==> config.mk <==
export PLATFORM = sky130hd
export DESIGN_NAME = sfb_sensor_regs
export DESIGN_NICKNAME = d
export VERILOG_FILES = /design/src/inc/sfb_pkg.sv /design/src/rtl/sfb_byte_buffer.sv /design/src/rtl/sfb_sensor_regs.sv
export SDC_FILE = /design/constraint.sdc
export NUM_CORES = 2
export LEC_CHECK = 0
export ABC_CLOCK_PERIOD_IN_PS = 33000
export BUFFER_PORTS_ARGS = -buffer_cell sky130_fd_sc_hd__buf_2
export CAP_MARGIN = 20
export CORE_MARGIN = 2
export CORE_UTILIZATION = 50
export CTS_CLUSTER_SIZE = 10
export DETAILED_ROUTE_END_ITERATION = 10
export GPL_TIMING_DRIVEN = 1
export HOLD_SLACK_MARGIN = 0.02
export PLACE_DENSITY = 0.64
export SYNTH_ARGS = -nofsm -noshare
export SYNTH_HDL_FRONTEND = slang
export SYNTH_SLANG_ARGS = --single-unit
==> constraint.sdc <==
create_clock -name clk -period 33 [get_ports clk]
set_input_delay 3.3 -clock clk [delete_from_list [all_inputs] [get_ports clk]]
set_output_delay 3.3 -clock clk [all_outputs]
set_load 0.005 [all_outputs]
==> src/inc/sfb_pkg.sv <==
// constants for the sensor buffer and axis standby block
package sfb_pkg;
    localparam logic [6:0] ADDR_BASE = 7'h68;
    localparam logic [6:0] ADDR_STRAP_ONE = 7'h69;
    localparam logic [7:0] OFS_BUF_ENABLE = 8'h23;
    localparam logic [7:0] OFS_CONFIG = 8'h1A;
    localparam logic [7:0] OFS_INT_STATUS = 8'h3A;
    localparam logic [7:0] OFS_SENSOR_FIRST = 8'h3B;
    localparam logic [7:0] OFS_USER_CTRL = 8'h6A;
    localparam logic [7:0] OFS_AXIS_STANDBY = 8'h6C;
    localparam logic [7:0] OFS_COUNT_HIGH = 8'h72;
    localparam logic [7:0] OFS_COUNT_LOW = 8'h73;
    localparam logic [7:0] OFS_DATA_PORT = 8'h74;
    localparam logic [7:0] OFS_IDENTITY = 8'h75;
    localparam int SENSOR_REGS = 14;
    localparam int BUF_DEPTH = 512;
    localparam int PTR_W = 9;
    localparam int COUNT_W = 13;
    localparam int BIT_BUF_MODE = 6;
    localparam int BIT_BUF_OP = 6;
    localparam int BIT_BUF_RESET = 2;
    localparam int BIT_OVERFLOW = 4;
    localparam int STANDBY_W = 3;
    localparam int COUNT_HIGH_W = 5;
    localparam logic [7:0] EMPTY_MARK = 8'hFF;
    localparam logic [7:0] CLAMP_VALUE = 8'hFE;
    localparam logic [7:0] ZERO_BYTE = 8'h00;
    // identity value is arbitrary
    localparam logic [7:0] IDENTITY_VALUE = 8'h5A;
endpackage : sfb_pkg

==> src/rtl/sfb_byte_buffer.sv <==
// byte buffer with overwrite or hold policy on overflow
`timescale 1ns/100ps
module sfb_byte_buffer
    import sfb_pkg::*;
(
    input wire logic clk,
    input wire logic reset,
    input wire logic flush,
    input wire logic holdMode,
    input wire logic pushValid,
    input wire logic [7:0] pushData,
    input wire logic popReq,
    output logic [7:0] headData,
    output logic isEmpty,
    output logic overflow,
    output logic [COUNT_W-1:0] fill
);
    logic [7:0] mem [BUF_DEPTH];
    logic [PTR_W-1:0] wrPtr_r, wrPtr_nxt, rdPtr_r, rdPtr_nxt;
    logic [COUNT_W-1:0] fill_r, fill_nxt;
    logic full, doPush, doPop, dropOld;

    assign full = (fill_r == COUNT_W'(BUF_DEPTH));
    assign isEmpty = (fill_r == '0);
    assign headData = mem[rdPtr_r];
    assign fill = fill_r;
    assign doPop = popReq && !isEmpty;
    // overflow: overwrite oldest unless hold mode
    assign overflow = pushValid && full && !doPop; // RULE_08
    assign doPush = pushValid && !(overflow && holdMode); // RULE_09
    assign dropOld = overflow && !holdMode; // RULE_09

    always_comb begin
        wrPtr_nxt = wrPtr_r;
        rdPtr_nxt = rdPtr_r;
        fill_nxt = fill_r;
        if (doPush) begin
            wrPtr_nxt = wrPtr_r + PTR_W'(1);
        end
        if (doPop || dropOld) begin
            rdPtr_nxt = rdPtr_r + PTR_W'(1);
        end
        if (doPush && !doPop && !dropOld) begin
            fill_nxt = fill_r + COUNT_W'(1); // RULE_16
        end else if (doPop && !doPush) begin
            fill_nxt = fill_r - COUNT_W'(1); // RULE_16
        end
    end

    always_ff @(posedge clk) begin
        if (reset || flush) begin
            wrPtr_r <= '0;
            rdPtr_r <= '0;
            fill_r <= '0;
        end else begin
            wrPtr_r <= wrPtr_nxt;
            rdPtr_r <= rdPtr_nxt;
            fill_r <= fill_nxt;
        end
    end

    always_ff @(posedge clk) begin
        if (doPush) begin
            mem[wrPtr_r] <= pushData;
        end
    end

    fill_bound_a: assert property (@(posedge clk) disable iff (reset) // RULE_16
        fill_r <= COUNT_W'(BUF_DEPTH)) else $error("fill above depth");
    hold_keeps_a: assert property (@(posedge clk) disable iff (reset || flush) // RULE_09
        (overflow && holdMode) |=> $stable(wrPtr_r)) else $error("hold mode overwrote");
endmodule : sfb_byte_buffer

==> src/rtl/sfb_sensor_regs.sv <==
// register side of the sensor buffer: i2c target, standby, buffer, count, identity
`timescale 1ns/100ps
module sfb_sensor_regs
    import sfb_pkg::*;
// Behaviour
// RULE_01 - bits 2..0 of the standby register put the x, y and z axes in standby, bits 7..3 read zero.
// RULE_02 - the fill count is 13 bits, high five bits in the high byte and low eight in the low byte.
// RULE_03 - reading the high count byte latches the whole count into both count bytes.
// RULE_04 - the host reads the high byte first; a low-byte read alone returns the old latched part.
// RULE_05 - one data port register reads bytes out of the buffer and writes bytes into it.
// RULE_06 - each sample tick pushes the enabled sensor registers in ascending register order.
// RULE_07 - a sensor register is pushed only when its enable flag is set; a host data-port write on its sweep step pushes it anyway.
// RULE_08 - an overflow sets the overflow flag in the interrupt status register by hardware.
// RULE_09 - on overflow the oldest byte is dropped, unless buffer mode bit 6 holds old data.
// RULE_10 - reading the data port of an empty buffer returns 0xFF.
// RULE_11 - valid buffered data is never 0xFF.
// RULE_12 - a read-only register holds a fixed 8-bit identity code.
// RULE_13 - the device answers at i2c address 0x68 or 0x69 chosen by the address select pin.
// RULE_14 - buffer operation bit 6 of user control enables host access to the buffer.
// RULE_15 - writing the buffer reset bit flushes the buffer and the bit clears after one cycle.
// RULE_16 - each pushed byte raises the fill count by one and each popped byte lowers it by one.
(
    input wire logic clk,
    input wire logic reset,
    input wire logic sclIn,
    input wire logic sdaIn,
    output logic sdaOut,
    output logic sdaOe,
    input wire logic addressSelectPin,
    input wire logic sampleTick,
    input wire logic [8*SENSOR_REGS-1:0] sensorData,
    output logic [STANDBY_W-1:0] axisStandby
);
    // ------------------------------------------------------------
    // input synchronisers
    // ------------------------------------------------------------
    logic [2:0] syncA_r, syncB_r;
    logic sclPrev_r, sdaPrev_r;
    always_ff @(posedge clk) begin
        if (reset) begin
            syncA_r <= 3'h7;
            syncB_r <= 3'h7;
            sclPrev_r <= 1'b1;
            sdaPrev_r <= 1'b1;
        end else begin
            syncA_r <= {addressSelectPin, sdaIn, sclIn};
            syncB_r <= syncA_r;
            sclPrev_r <= syncB_r[0];
            sdaPrev_r <= syncB_r[1];
        end
    end
    logic scl, sda, sclRise, sclFall, startCond, stopCond;
    assign scl = syncB_r[0];
    assign sda = syncB_r[1];
    assign sclRise = scl && !sclPrev_r;
    assign sclFall = !scl && sclPrev_r;
    assign startCond = scl && sclPrev_r && sdaPrev_r && !sda;
    assign stopCond = scl && sclPrev_r && !sdaPrev_r && sda;

    // ------------------------------------------------------------
    // i2c target state
    // ------------------------------------------------------------
    typedef enum {ST_IDLE, ST_ADDR, ST_ADDR_ACK, ST_PTR, ST_PTR_ACK, ST_WDATA, ST_WACK,
                  ST_RDATA, ST_RACK} sfb_state_t;
    sfb_state_t state_r, state_nxt;
    logic [7:0] shift_r, shift_nxt, ptr_r, ptr_nxt;
    logic [3:0] bitCnt_r, bitCnt_nxt;
    logic isRead_r, isRead_nxt, sdaOut_r, sdaOut_nxt, sdaOe_r, sdaOe_nxt;
    logic strap_r;
    logic [6:0] myAddr;
    assign myAddr = strap_r ? ADDR_STRAP_ONE : ADDR_BASE; // RULE_13

    // ------------------------------------------------------------
    // register state
    // ------------------------------------------------------------
    logic [STANDBY_W-1:0] standby_r, standby_nxt;
    logic [SENSOR_REGS-1:0] bufEnable_r, bufEnable_nxt;
    logic holdMode_r, holdMode_nxt, bufOp_r, bufOp_nxt, flush_r, flush_nxt;
    logic ovfFlag_r, ovfFlag_nxt;
    logic [COUNT_W-1:0] countLatch_r, countLatch_nxt;
    logic [3:0] pushIdx_r, pushIdx_nxt;
    logic pushing_r, pushing_nxt;

    logic wrStrobe, rdStrobe, popReq, pushValid, overflow, bufEmpty;
    logic [7:0] headData, pushByte, rdByte, rawByte;
    logic [COUNT_W-1:0] fill;

    // register write commits at the ack of a data byte, read fetch at byte start
    assign wrStrobe = (state_r == ST_WDATA) && sclFall && (bitCnt_r == 4'h8);
    assign rdStrobe = (state_r != ST_RDATA) && (state_nxt == ST_RDATA);
    assign popReq = rdStrobe && (ptr_r == OFS_DATA_PORT) && bufOp_r; // RULE_14

    // sensor pushes follow the tick in ascending order, skipping disabled ones unless a host data-port write lands on that step
    assign rawByte = sensorData[8*pushIdx_r +: 8];
    assign pushByte = (rawByte == EMPTY_MARK) ? CLAMP_VALUE : rawByte; // RULE_11
    assign pushValid = (pushing_r && bufEnable_r[pushIdx_r]) // RULE_06 RULE_07
        || (wrStrobe && ptr_r == OFS_DATA_PORT && bufOp_r && shift_r != EMPTY_MARK); // RULE_05

    sfb_byte_buffer u_buffer (
        .clk(clk),
        .reset(reset),
        .flush(flush_r), // RULE_15
        .holdMode(holdMode_r),
        .pushValid(pushValid),
        .pushData(pushing_r ? pushByte : shift_r),
        .popReq(popReq),
        .headData(headData),
        .isEmpty(bufEmpty),
        .overflow(overflow),
        .fill(fill)
    );

    always_comb begin
        unique case (ptr_r)
            OFS_AXIS_STANDBY: rdByte = {5'h00, standby_r}; // RULE_01
            OFS_COUNT_HIGH: rdByte = {3'h0, fill[COUNT_W-1 -: COUNT_HIGH_W]}; // RULE_02
            OFS_COUNT_LOW: rdByte = countLatch_r[7:0]; // RULE_04
            OFS_DATA_PORT: rdByte = (bufEmpty || !bufOp_r) ? EMPTY_MARK : headData; // RULE_10
            OFS_IDENTITY: rdByte = IDENTITY_VALUE; // RULE_12
            OFS_BUF_ENABLE: rdByte = bufEnable_r[7:0];
            OFS_CONFIG: rdByte = {1'b0, holdMode_r, 6'h00};
            OFS_USER_CTRL: rdByte = {1'b0, bufOp_r, 6'h00};
            OFS_INT_STATUS: rdByte = {3'h0, ovfFlag_r, 4'h0};
            default: rdByte = ZERO_BYTE;
        endcase
    end

    always_comb begin
        standby_nxt = standby_r;
        bufEnable_nxt = bufEnable_r;
        holdMode_nxt = holdMode_r;
        bufOp_nxt = bufOp_r;
        flush_nxt = 1'b0; // RULE_15
        countLatch_nxt = countLatch_r;
        pushing_nxt = pushing_r;
        pushIdx_nxt = pushIdx_r;
        ovfFlag_nxt = ovfFlag_r;
        if (rdStrobe && ptr_r == OFS_INT_STATUS) begin
            ovfFlag_nxt = 1'b0;
        end
        if (overflow) begin
            ovfFlag_nxt = 1'b1; // RULE_08
        end
        if (rdStrobe && ptr_r == OFS_COUNT_HIGH) begin
            countLatch_nxt = fill; // RULE_03
        end
        if (wrStrobe) begin
            unique case (ptr_r)
                OFS_AXIS_STANDBY: standby_nxt = shift_r[STANDBY_W-1:0]; // RULE_01
                OFS_BUF_ENABLE: bufEnable_nxt = {6'h00, shift_r};
                OFS_CONFIG: holdMode_nxt = shift_r[BIT_BUF_MODE];
                OFS_USER_CTRL: begin
                    bufOp_nxt = shift_r[BIT_BUF_OP]; // RULE_14
                    flush_nxt = shift_r[BIT_BUF_RESET]; // RULE_15
                end
                default: ;
            endcase
        end
        if (pushing_r) begin
            pushIdx_nxt = pushIdx_r + 4'h1;
            if (pushIdx_r == 4'(SENSOR_REGS - 1)) begin
                pushing_nxt = 1'b0;
            end
        end else if (sampleTick) begin
            pushing_nxt = 1'b1; // RULE_06
            pushIdx_nxt = 4'h0;
        end
    end

    // ------------------------------------------------------------
    // i2c target next state
    // ------------------------------------------------------------
    always_comb begin
        state_nxt = state_r;
        shift_nxt = shift_r;
        ptr_nxt = ptr_r;
        bitCnt_nxt = bitCnt_r;
        isRead_nxt = isRead_r;
        sdaOut_nxt = sdaOut_r;
        sdaOe_nxt = sdaOe_r;
        if (stopCond) begin
            state_nxt = ST_IDLE;
            sdaOe_nxt = 1'b0;
        end else if (startCond) begin
            state_nxt = ST_ADDR;
            bitCnt_nxt = 4'h0;
            sdaOe_nxt = 1'b0;
        end else if (sclRise && bitCnt_r < 4'h8 && state_r != ST_IDLE
                && state_r != ST_RDATA) begin
            shift_nxt = {shift_r[6:0], sda};
            bitCnt_nxt = bitCnt_r + 4'h1;
        end else if (sclRise && state_r == ST_RACK) begin
            // not-acknowledge ends the read, acknowledge waits for the fall
            if (sda) begin
                state_nxt = ST_IDLE;
            end else if (ptr_r != OFS_DATA_PORT) begin
                ptr_nxt = ptr_r + 8'h01;
            end
        end else if (sclFall) begin
            unique case (state_r)
                ST_ADDR: if (bitCnt_r == 4'h8) begin
                    if (shift_r[7:1] == myAddr) begin // RULE_13
                        isRead_nxt = shift_r[0];
                        state_nxt = ST_ADDR_ACK;
                        sdaOut_nxt = 1'b0;
                        sdaOe_nxt = 1'b1;
                    end else begin
                        state_nxt = ST_IDLE;
                    end
                end
                ST_ADDR_ACK, ST_PTR_ACK, ST_WACK: begin
                    bitCnt_nxt = 4'h0;
                    sdaOe_nxt = 1'b0;
                    if (state_r == ST_ADDR_ACK && isRead_r) begin
                        state_nxt = ST_RDATA;
                    end else if (state_r == ST_ADDR_ACK) begin
                        state_nxt = ST_PTR;
                    end else begin
                        state_nxt = ST_WDATA;
                    end
                end
                ST_PTR, ST_WDATA: if (bitCnt_r == 4'h8) begin
                    if (state_r == ST_PTR) begin
                        ptr_nxt = shift_r;
                        state_nxt = ST_PTR_ACK;
                    end else begin
                        state_nxt = ST_WACK;
                        if (ptr_r != OFS_DATA_PORT) begin
                            ptr_nxt = ptr_r + 8'h01;
                        end
                    end
                    sdaOut_nxt = 1'b0;
                    sdaOe_nxt = 1'b1;
                end
                ST_RDATA: if (bitCnt_r == 4'h8) begin
                    state_nxt = ST_RACK;
                    sdaOe_nxt = 1'b0;
                end else begin
                    sdaOut_nxt = shift_r[7];
                    sdaOe_nxt = !shift_r[7];
                    shift_nxt = {shift_r[6:0], 1'b1};
                    bitCnt_nxt = bitCnt_r + 4'h1;
                end
                ST_RACK: state_nxt = ST_RDATA;
                default: ;
            endcase
        end
        // first read bit goes out on the fall that enters the data phase
        if (rdStrobe) begin
            shift_nxt = {rdByte[6:0], 1'b1};
            bitCnt_nxt = 4'h1;
            sdaOut_nxt = rdByte[7];
            sdaOe_nxt = !rdByte[7];
        end
    end

    always_ff @(posedge clk) begin
        if (reset) begin
            state_r <= ST_IDLE;
            shift_r <= 8'h00;
            ptr_r <= 8'h00;
            bitCnt_r <= 4'h0;
            isRead_r <= 1'b0;
            sdaOut_r <= 1'b1;
            sdaOe_r <= 1'b0;
            standby_r <= '0;
            bufEnable_r <= '0;
            holdMode_r <= 1'b0;
            bufOp_r <= 1'b0;
            flush_r <= 1'b0;
            ovfFlag_r <= 1'b0;
            countLatch_r <= '0;
            pushIdx_r <= 4'h0;
            pushing_r <= 1'b0;
        end else begin
            state_r <= state_nxt;
            shift_r <= shift_nxt;
            ptr_r <= ptr_nxt;
            bitCnt_r <= bitCnt_nxt;
            isRead_r <= isRead_nxt;
            sdaOut_r <= sdaOut_nxt;
            sdaOe_r <= sdaOe_nxt;
            standby_r <= standby_nxt;
            bufEnable_r <= bufEnable_nxt;
            holdMode_r <= holdMode_nxt;
            bufOp_r <= bufOp_nxt;
            flush_r <= flush_nxt;
            ovfFlag_r <= ovfFlag_nxt;
            countLatch_r <= countLatch_nxt;
            pushIdx_r <= pushIdx_nxt;
            pushing_r <= pushing_nxt;
        end
    end

    // strap resampled on every cycle that the target is idle
    always_ff @(posedge clk) begin
        if (reset) begin
            strap_r <= 1'b0;
        end else if (state_r == ST_IDLE) begin
            strap_r <= syncB_r[2];
        end
    end

    assign sdaOut = sdaOut_r;
    assign sdaOe = sdaOe_r;
    assign axisStandby = standby_r;

    // ------------------------------------------------------------
    // checks
    // ------------------------------------------------------------
    flush_self_a: assert property (@(posedge clk) disable iff (reset) // RULE_15
        flush_r |=> !flush_r) else $error("flush bit did not clear");
    ovf_flag_a: assert property (@(posedge clk) disable iff (reset) // RULE_08
        overflow |=> ovfFlag_r) else $error("overflow flag not set");
    empty_mark_a: assert property (@(posedge clk) disable iff (reset) // RULE_10
        (rdStrobe && ptr_r == OFS_DATA_PORT && bufEmpty) |=> shift_r == EMPTY_MARK)
        else $error("empty read not 0xFF");
    no_ff_push_a: assert property (@(posedge clk) disable iff (reset) // RULE_11
        pushValid |-> (pushing_r ? pushByte : shift_r) != EMPTY_MARK)
        else $error("0xFF pushed");
    count_latch_a: assert property (@(posedge clk) disable iff (reset) // RULE_03
        (rdStrobe && ptr_r == OFS_COUNT_HIGH) |=> countLatch_r == $past(fill))
        else $error("count not latched");
    enable_gate_a: assert property (@(posedge clk) disable iff (reset) // RULE_07
        (pushing_r && !bufEnable_r[pushIdx_r] && !wrStrobe) |-> !pushValid)
        else $error("disabled register pushed");
    sweep_start_a: assert property (@(posedge clk) disable iff (reset) // RULE_06
        $rose(pushing_r) |-> pushIdx_r == 4'h0) else $error("sweep start wrong");
    // the sweep index is the counter: one step a cycle, ends after the last register
    sweep_len_a: assert property (@(posedge clk) disable iff (reset) // RULE_06
        pushing_r |=> (pushIdx_r == $past(pushIdx_r) + 4'h1)
            && (pushing_r == ($past(pushIdx_r) != 4'(SENSOR_REGS - 1))))
        else $error("sweep length wrong");
    standby_wr_a: assert property (@(posedge clk) disable iff (reset) // RULE_01
        (wrStrobe && ptr_r == OFS_AXIS_STANDBY) |=> standby_r == $past(shift_r[2:0]))
        else $error("standby not written");
    access_gate_a: assert property (@(posedge clk) disable iff (reset) // RULE_14
        !bufOp_r |-> !popReq) else $error("pop while disabled");
endmodule : sfb_sensor_regs

==> impl_results.md <==
- Drt drc: 0
- Hold_buf cts: 0
- Worst hold slack: 0.432 ns
- CTS max path bufs: 4
- WP depth: 13
- Clk sinks: 4228
- CP required: 33.61 ns
- CORE AREA: 331000 um2
- Number of antenna violations at the first check in global routing: 18
- Synth warnings: 0
- Htree depth: 5
- FF/Latch Area: around 130000 um2
- Cts bufs inserted: 466
- Die area: approximately 340000 um2
- Setup TNS: 0 ns
- Setup violations, final: 0
- NumNets Final: 8685
- Chip width: 580 um
- Fillers: 24528
- RSZ-0062 raised after global routing: false
- Detailed Place HPWL: 268000 um
- Distinct cell type count after synthesis: 85
- Top-count cell post-synth: edfxtp_1
- Setup CP Type: primary input to register
- Leak Pwr: 55.6 nW
- Crit end category: register
- Reg2reg path depth: 12
- Max Clk Rate: ~140 MHz
- Layout area overhead: 11.1%
- Slew margin rel.: 0.137
- WP buf/inv: 6
- Synth Register Bits: 4228
- Tcrit/Tclk final: 0.219
- IO Port Bufs: 122
- Vias/cell: 6.60
- Post-CTS Setup Bufs: 0
- CTS tree: built
- Cell Rows: 211
- Syn nets: 8409
- Hold Path Class: register to register
- Drt pass-1 iters: 9
- Post-synth EDFFs: 4096
- Clock skew: 0.0839 ns
- Setup ws final: around 26 ns
- Clock Pin Slew Worst Setup and Hold Paths: 0.05 ns
- Top post-synthesis cells by area: edfxtp_1, mux4_2, mux2i_1
- Slowest cell on crit path: buf_4
- Leading area contributor after synthesis: edfxtp_1
- Startpoint Class: primary input
- Num ports: 123
- Outcome: complete, no violations
- CP delay by family, top: buffers and inverters
- Register area share after synthesis: 0.756
- Vias in the first global route: approximately 85000
- WL final: 443000 um
- Largest net degree at the start of global routing: 245
- First-pass GRT wire length: 630000 um
- Avg Synthesized Cell Area: approximately 20 um2
- CP Data Arrival Time: 7.84 ns
- Gr ovfl total: 0
- Via Count: 85893
- CTS Root Cell: clkbuf_16
- Initial core utilization: 0.503
- Synth async-reset ratio: 0
- VDD IR-drop max: between 0.04 and 0.05 mV
- Worst hold path depth: 1
- Max_cap viols: 0
- Avg WL per Cell: about 34 um
- Area of the multi-input gates: 38300 um2
- Min cycle time layout: about 7.2 ns
- Final Hold Violating Endpoints: 0
- Post_cts resized: 0
- CP most frequent cell: buf_4
- Global placement routability congestion: between 0.8 and 0.9
- Slew Viols, Final: 0
- CP peak stage delay: 0.78 ns
- Syn Std Cell Area: 166000 um2
- Final core utilization: 0.559
- Post-route ant nets: 0
- Die Ht: 580 um
- Critical path, cell by cell: buf_2, mux4_2, inv_1, o22ai_1, nand2_1, o21ai_0, nand4_1, o221ai_1, o21ai_4, buf_4, buf_4, buf_4, buf_4
- Total GRT Usage: 0.260
- Share of the synthesized area in the top cell type: 0.740
- Pre-CTS WS: 24.83 ns
- Most instantiated cells after synthesis: edfxtp_1, mux4_2, nor2_1
- Worst skew pair latency: 1.00 ns
- Crit-path max FO: 83
- Initial DRC count: 11541
- Top FF cell, synth: edfxtp_1
- Mapped Cells: slightly above 8000
- Design Power: 10.6 mW
- Power per cell area: ~57 nW/um2
- Slew @ Worst Pin: 1.29 ns
- Layout cells sized above 1: 0.222
==> through the flow <==
step / cells / instance area (um2)
2_1_floorplan: 8266 / 166000
5_1_grt: 13005 / 185000
4_1_cts: 12990 / 184000
3_3_place_gp: 12416 / 172000
6_report: 13017 / 185000
3_5_place_dp: 12427 / 172000
==> state kept, by name, indices dropped and copies added, names as in the netlist, 3 cells and up, named ones only <==
signal	count
axisStandby	3
bitCnt_r	4
bufEnable_r	8
countLatch_r	8
ptr_r	8
pushIdx_r	4
shift_r	8
state_r	32
syncA_r	3
syncB_r	3
u_buffer.fill	13
u_buffer.mem	4096
u_buffer.rdPtr_r	9
u_buffer.wrPtr_r	9
==> kinds of logic (layout without fill, tap and decap cells) <==
family,after synthesis,in the layout,synth area share
simple gates,1299,1299,0.0367
buf+inv,568,939,0.0148
mux,1355,1355,0.156
fa+ha+maj,25,25,0.00193
flops,4228,4228,0.756
other cells,0,14,0
compound gates,769,769,0.0326
xor+xnor,22,22,0.00116
==> power by group <==
part | leakage, nW | internal (mW) | switching [mW] | total (mW)
Combinational | 10.9 | 0.0213 | 0.125 | 0.147
Sequential | 38.6 | 5.92 | 0.000921 | 5.92
Clock | 6.09 | 2.55 | 1.95 | 4.50
==> routing by layer <==
| metal | GRT usage | routed length [um] |
|---|---|---|
| met2 | 0.402 | 208000 |
| met5 | 0 | 13 |
| met1 | 0.375 | 177000 |
| met3 | 0.0499 | 41800 |
| met4 | 0.0879 | 15500 |
==> cell type report <==
type                       count  share of cell area
clock buffer                 538              0.0657
antenna                       14            0.000190
clock inverter                25             0.00203
timing repair buffer         333              0.0134
multi-input combinational   3470               0.207
inverter                      43            0.000915
sequential                  4228               0.681
tap                         4366              0.0296
==> cells in the final DEF, fill, tap and decap left out, drive strengths merged, types with 13 or more instances in the layout <==
cell	synthesis	final
mux2i	349	349
nor2b	23	23
buf	285	331
dfxtp	132	132
and3	20	20
diode	0	14
or2	17	17
o22ai	55	55
nand2b	13	13
and2	41	41
mux2	14	14
a211oi	23	23
inv	43	51
or3	14	14
a221oi	64	64
nand3	164	164
nand2	209	209
edfxtp	4096	4096
a22oi	229	229
ha	24	24
o21ai	85	85
mux4	992	992
nor2	600	600
xnor2	15	15
clkinv	0	14
nor3	41	41
a31oi	15	15
a22o	33	33
or4	13	13
nand4	71	71
clkbuf	240	540
nor4	31	31
a21oi	146	146
==> worst paths after layout <==
kind | to | slack (ns) | start
worst max-delay path | u_buffer.mem[361][0] | 25.77 | sensorData[57]
worst min-delay path | syncB_r[1] | 0.43 | syncA_r[1]
worst max register to register | shift_r[5] | 26.14 | register
worst min register to register | syncB_r[1] | 0.43 | syncA_r[1]
No activity file was read; power rests on OpenSTA's default activity.
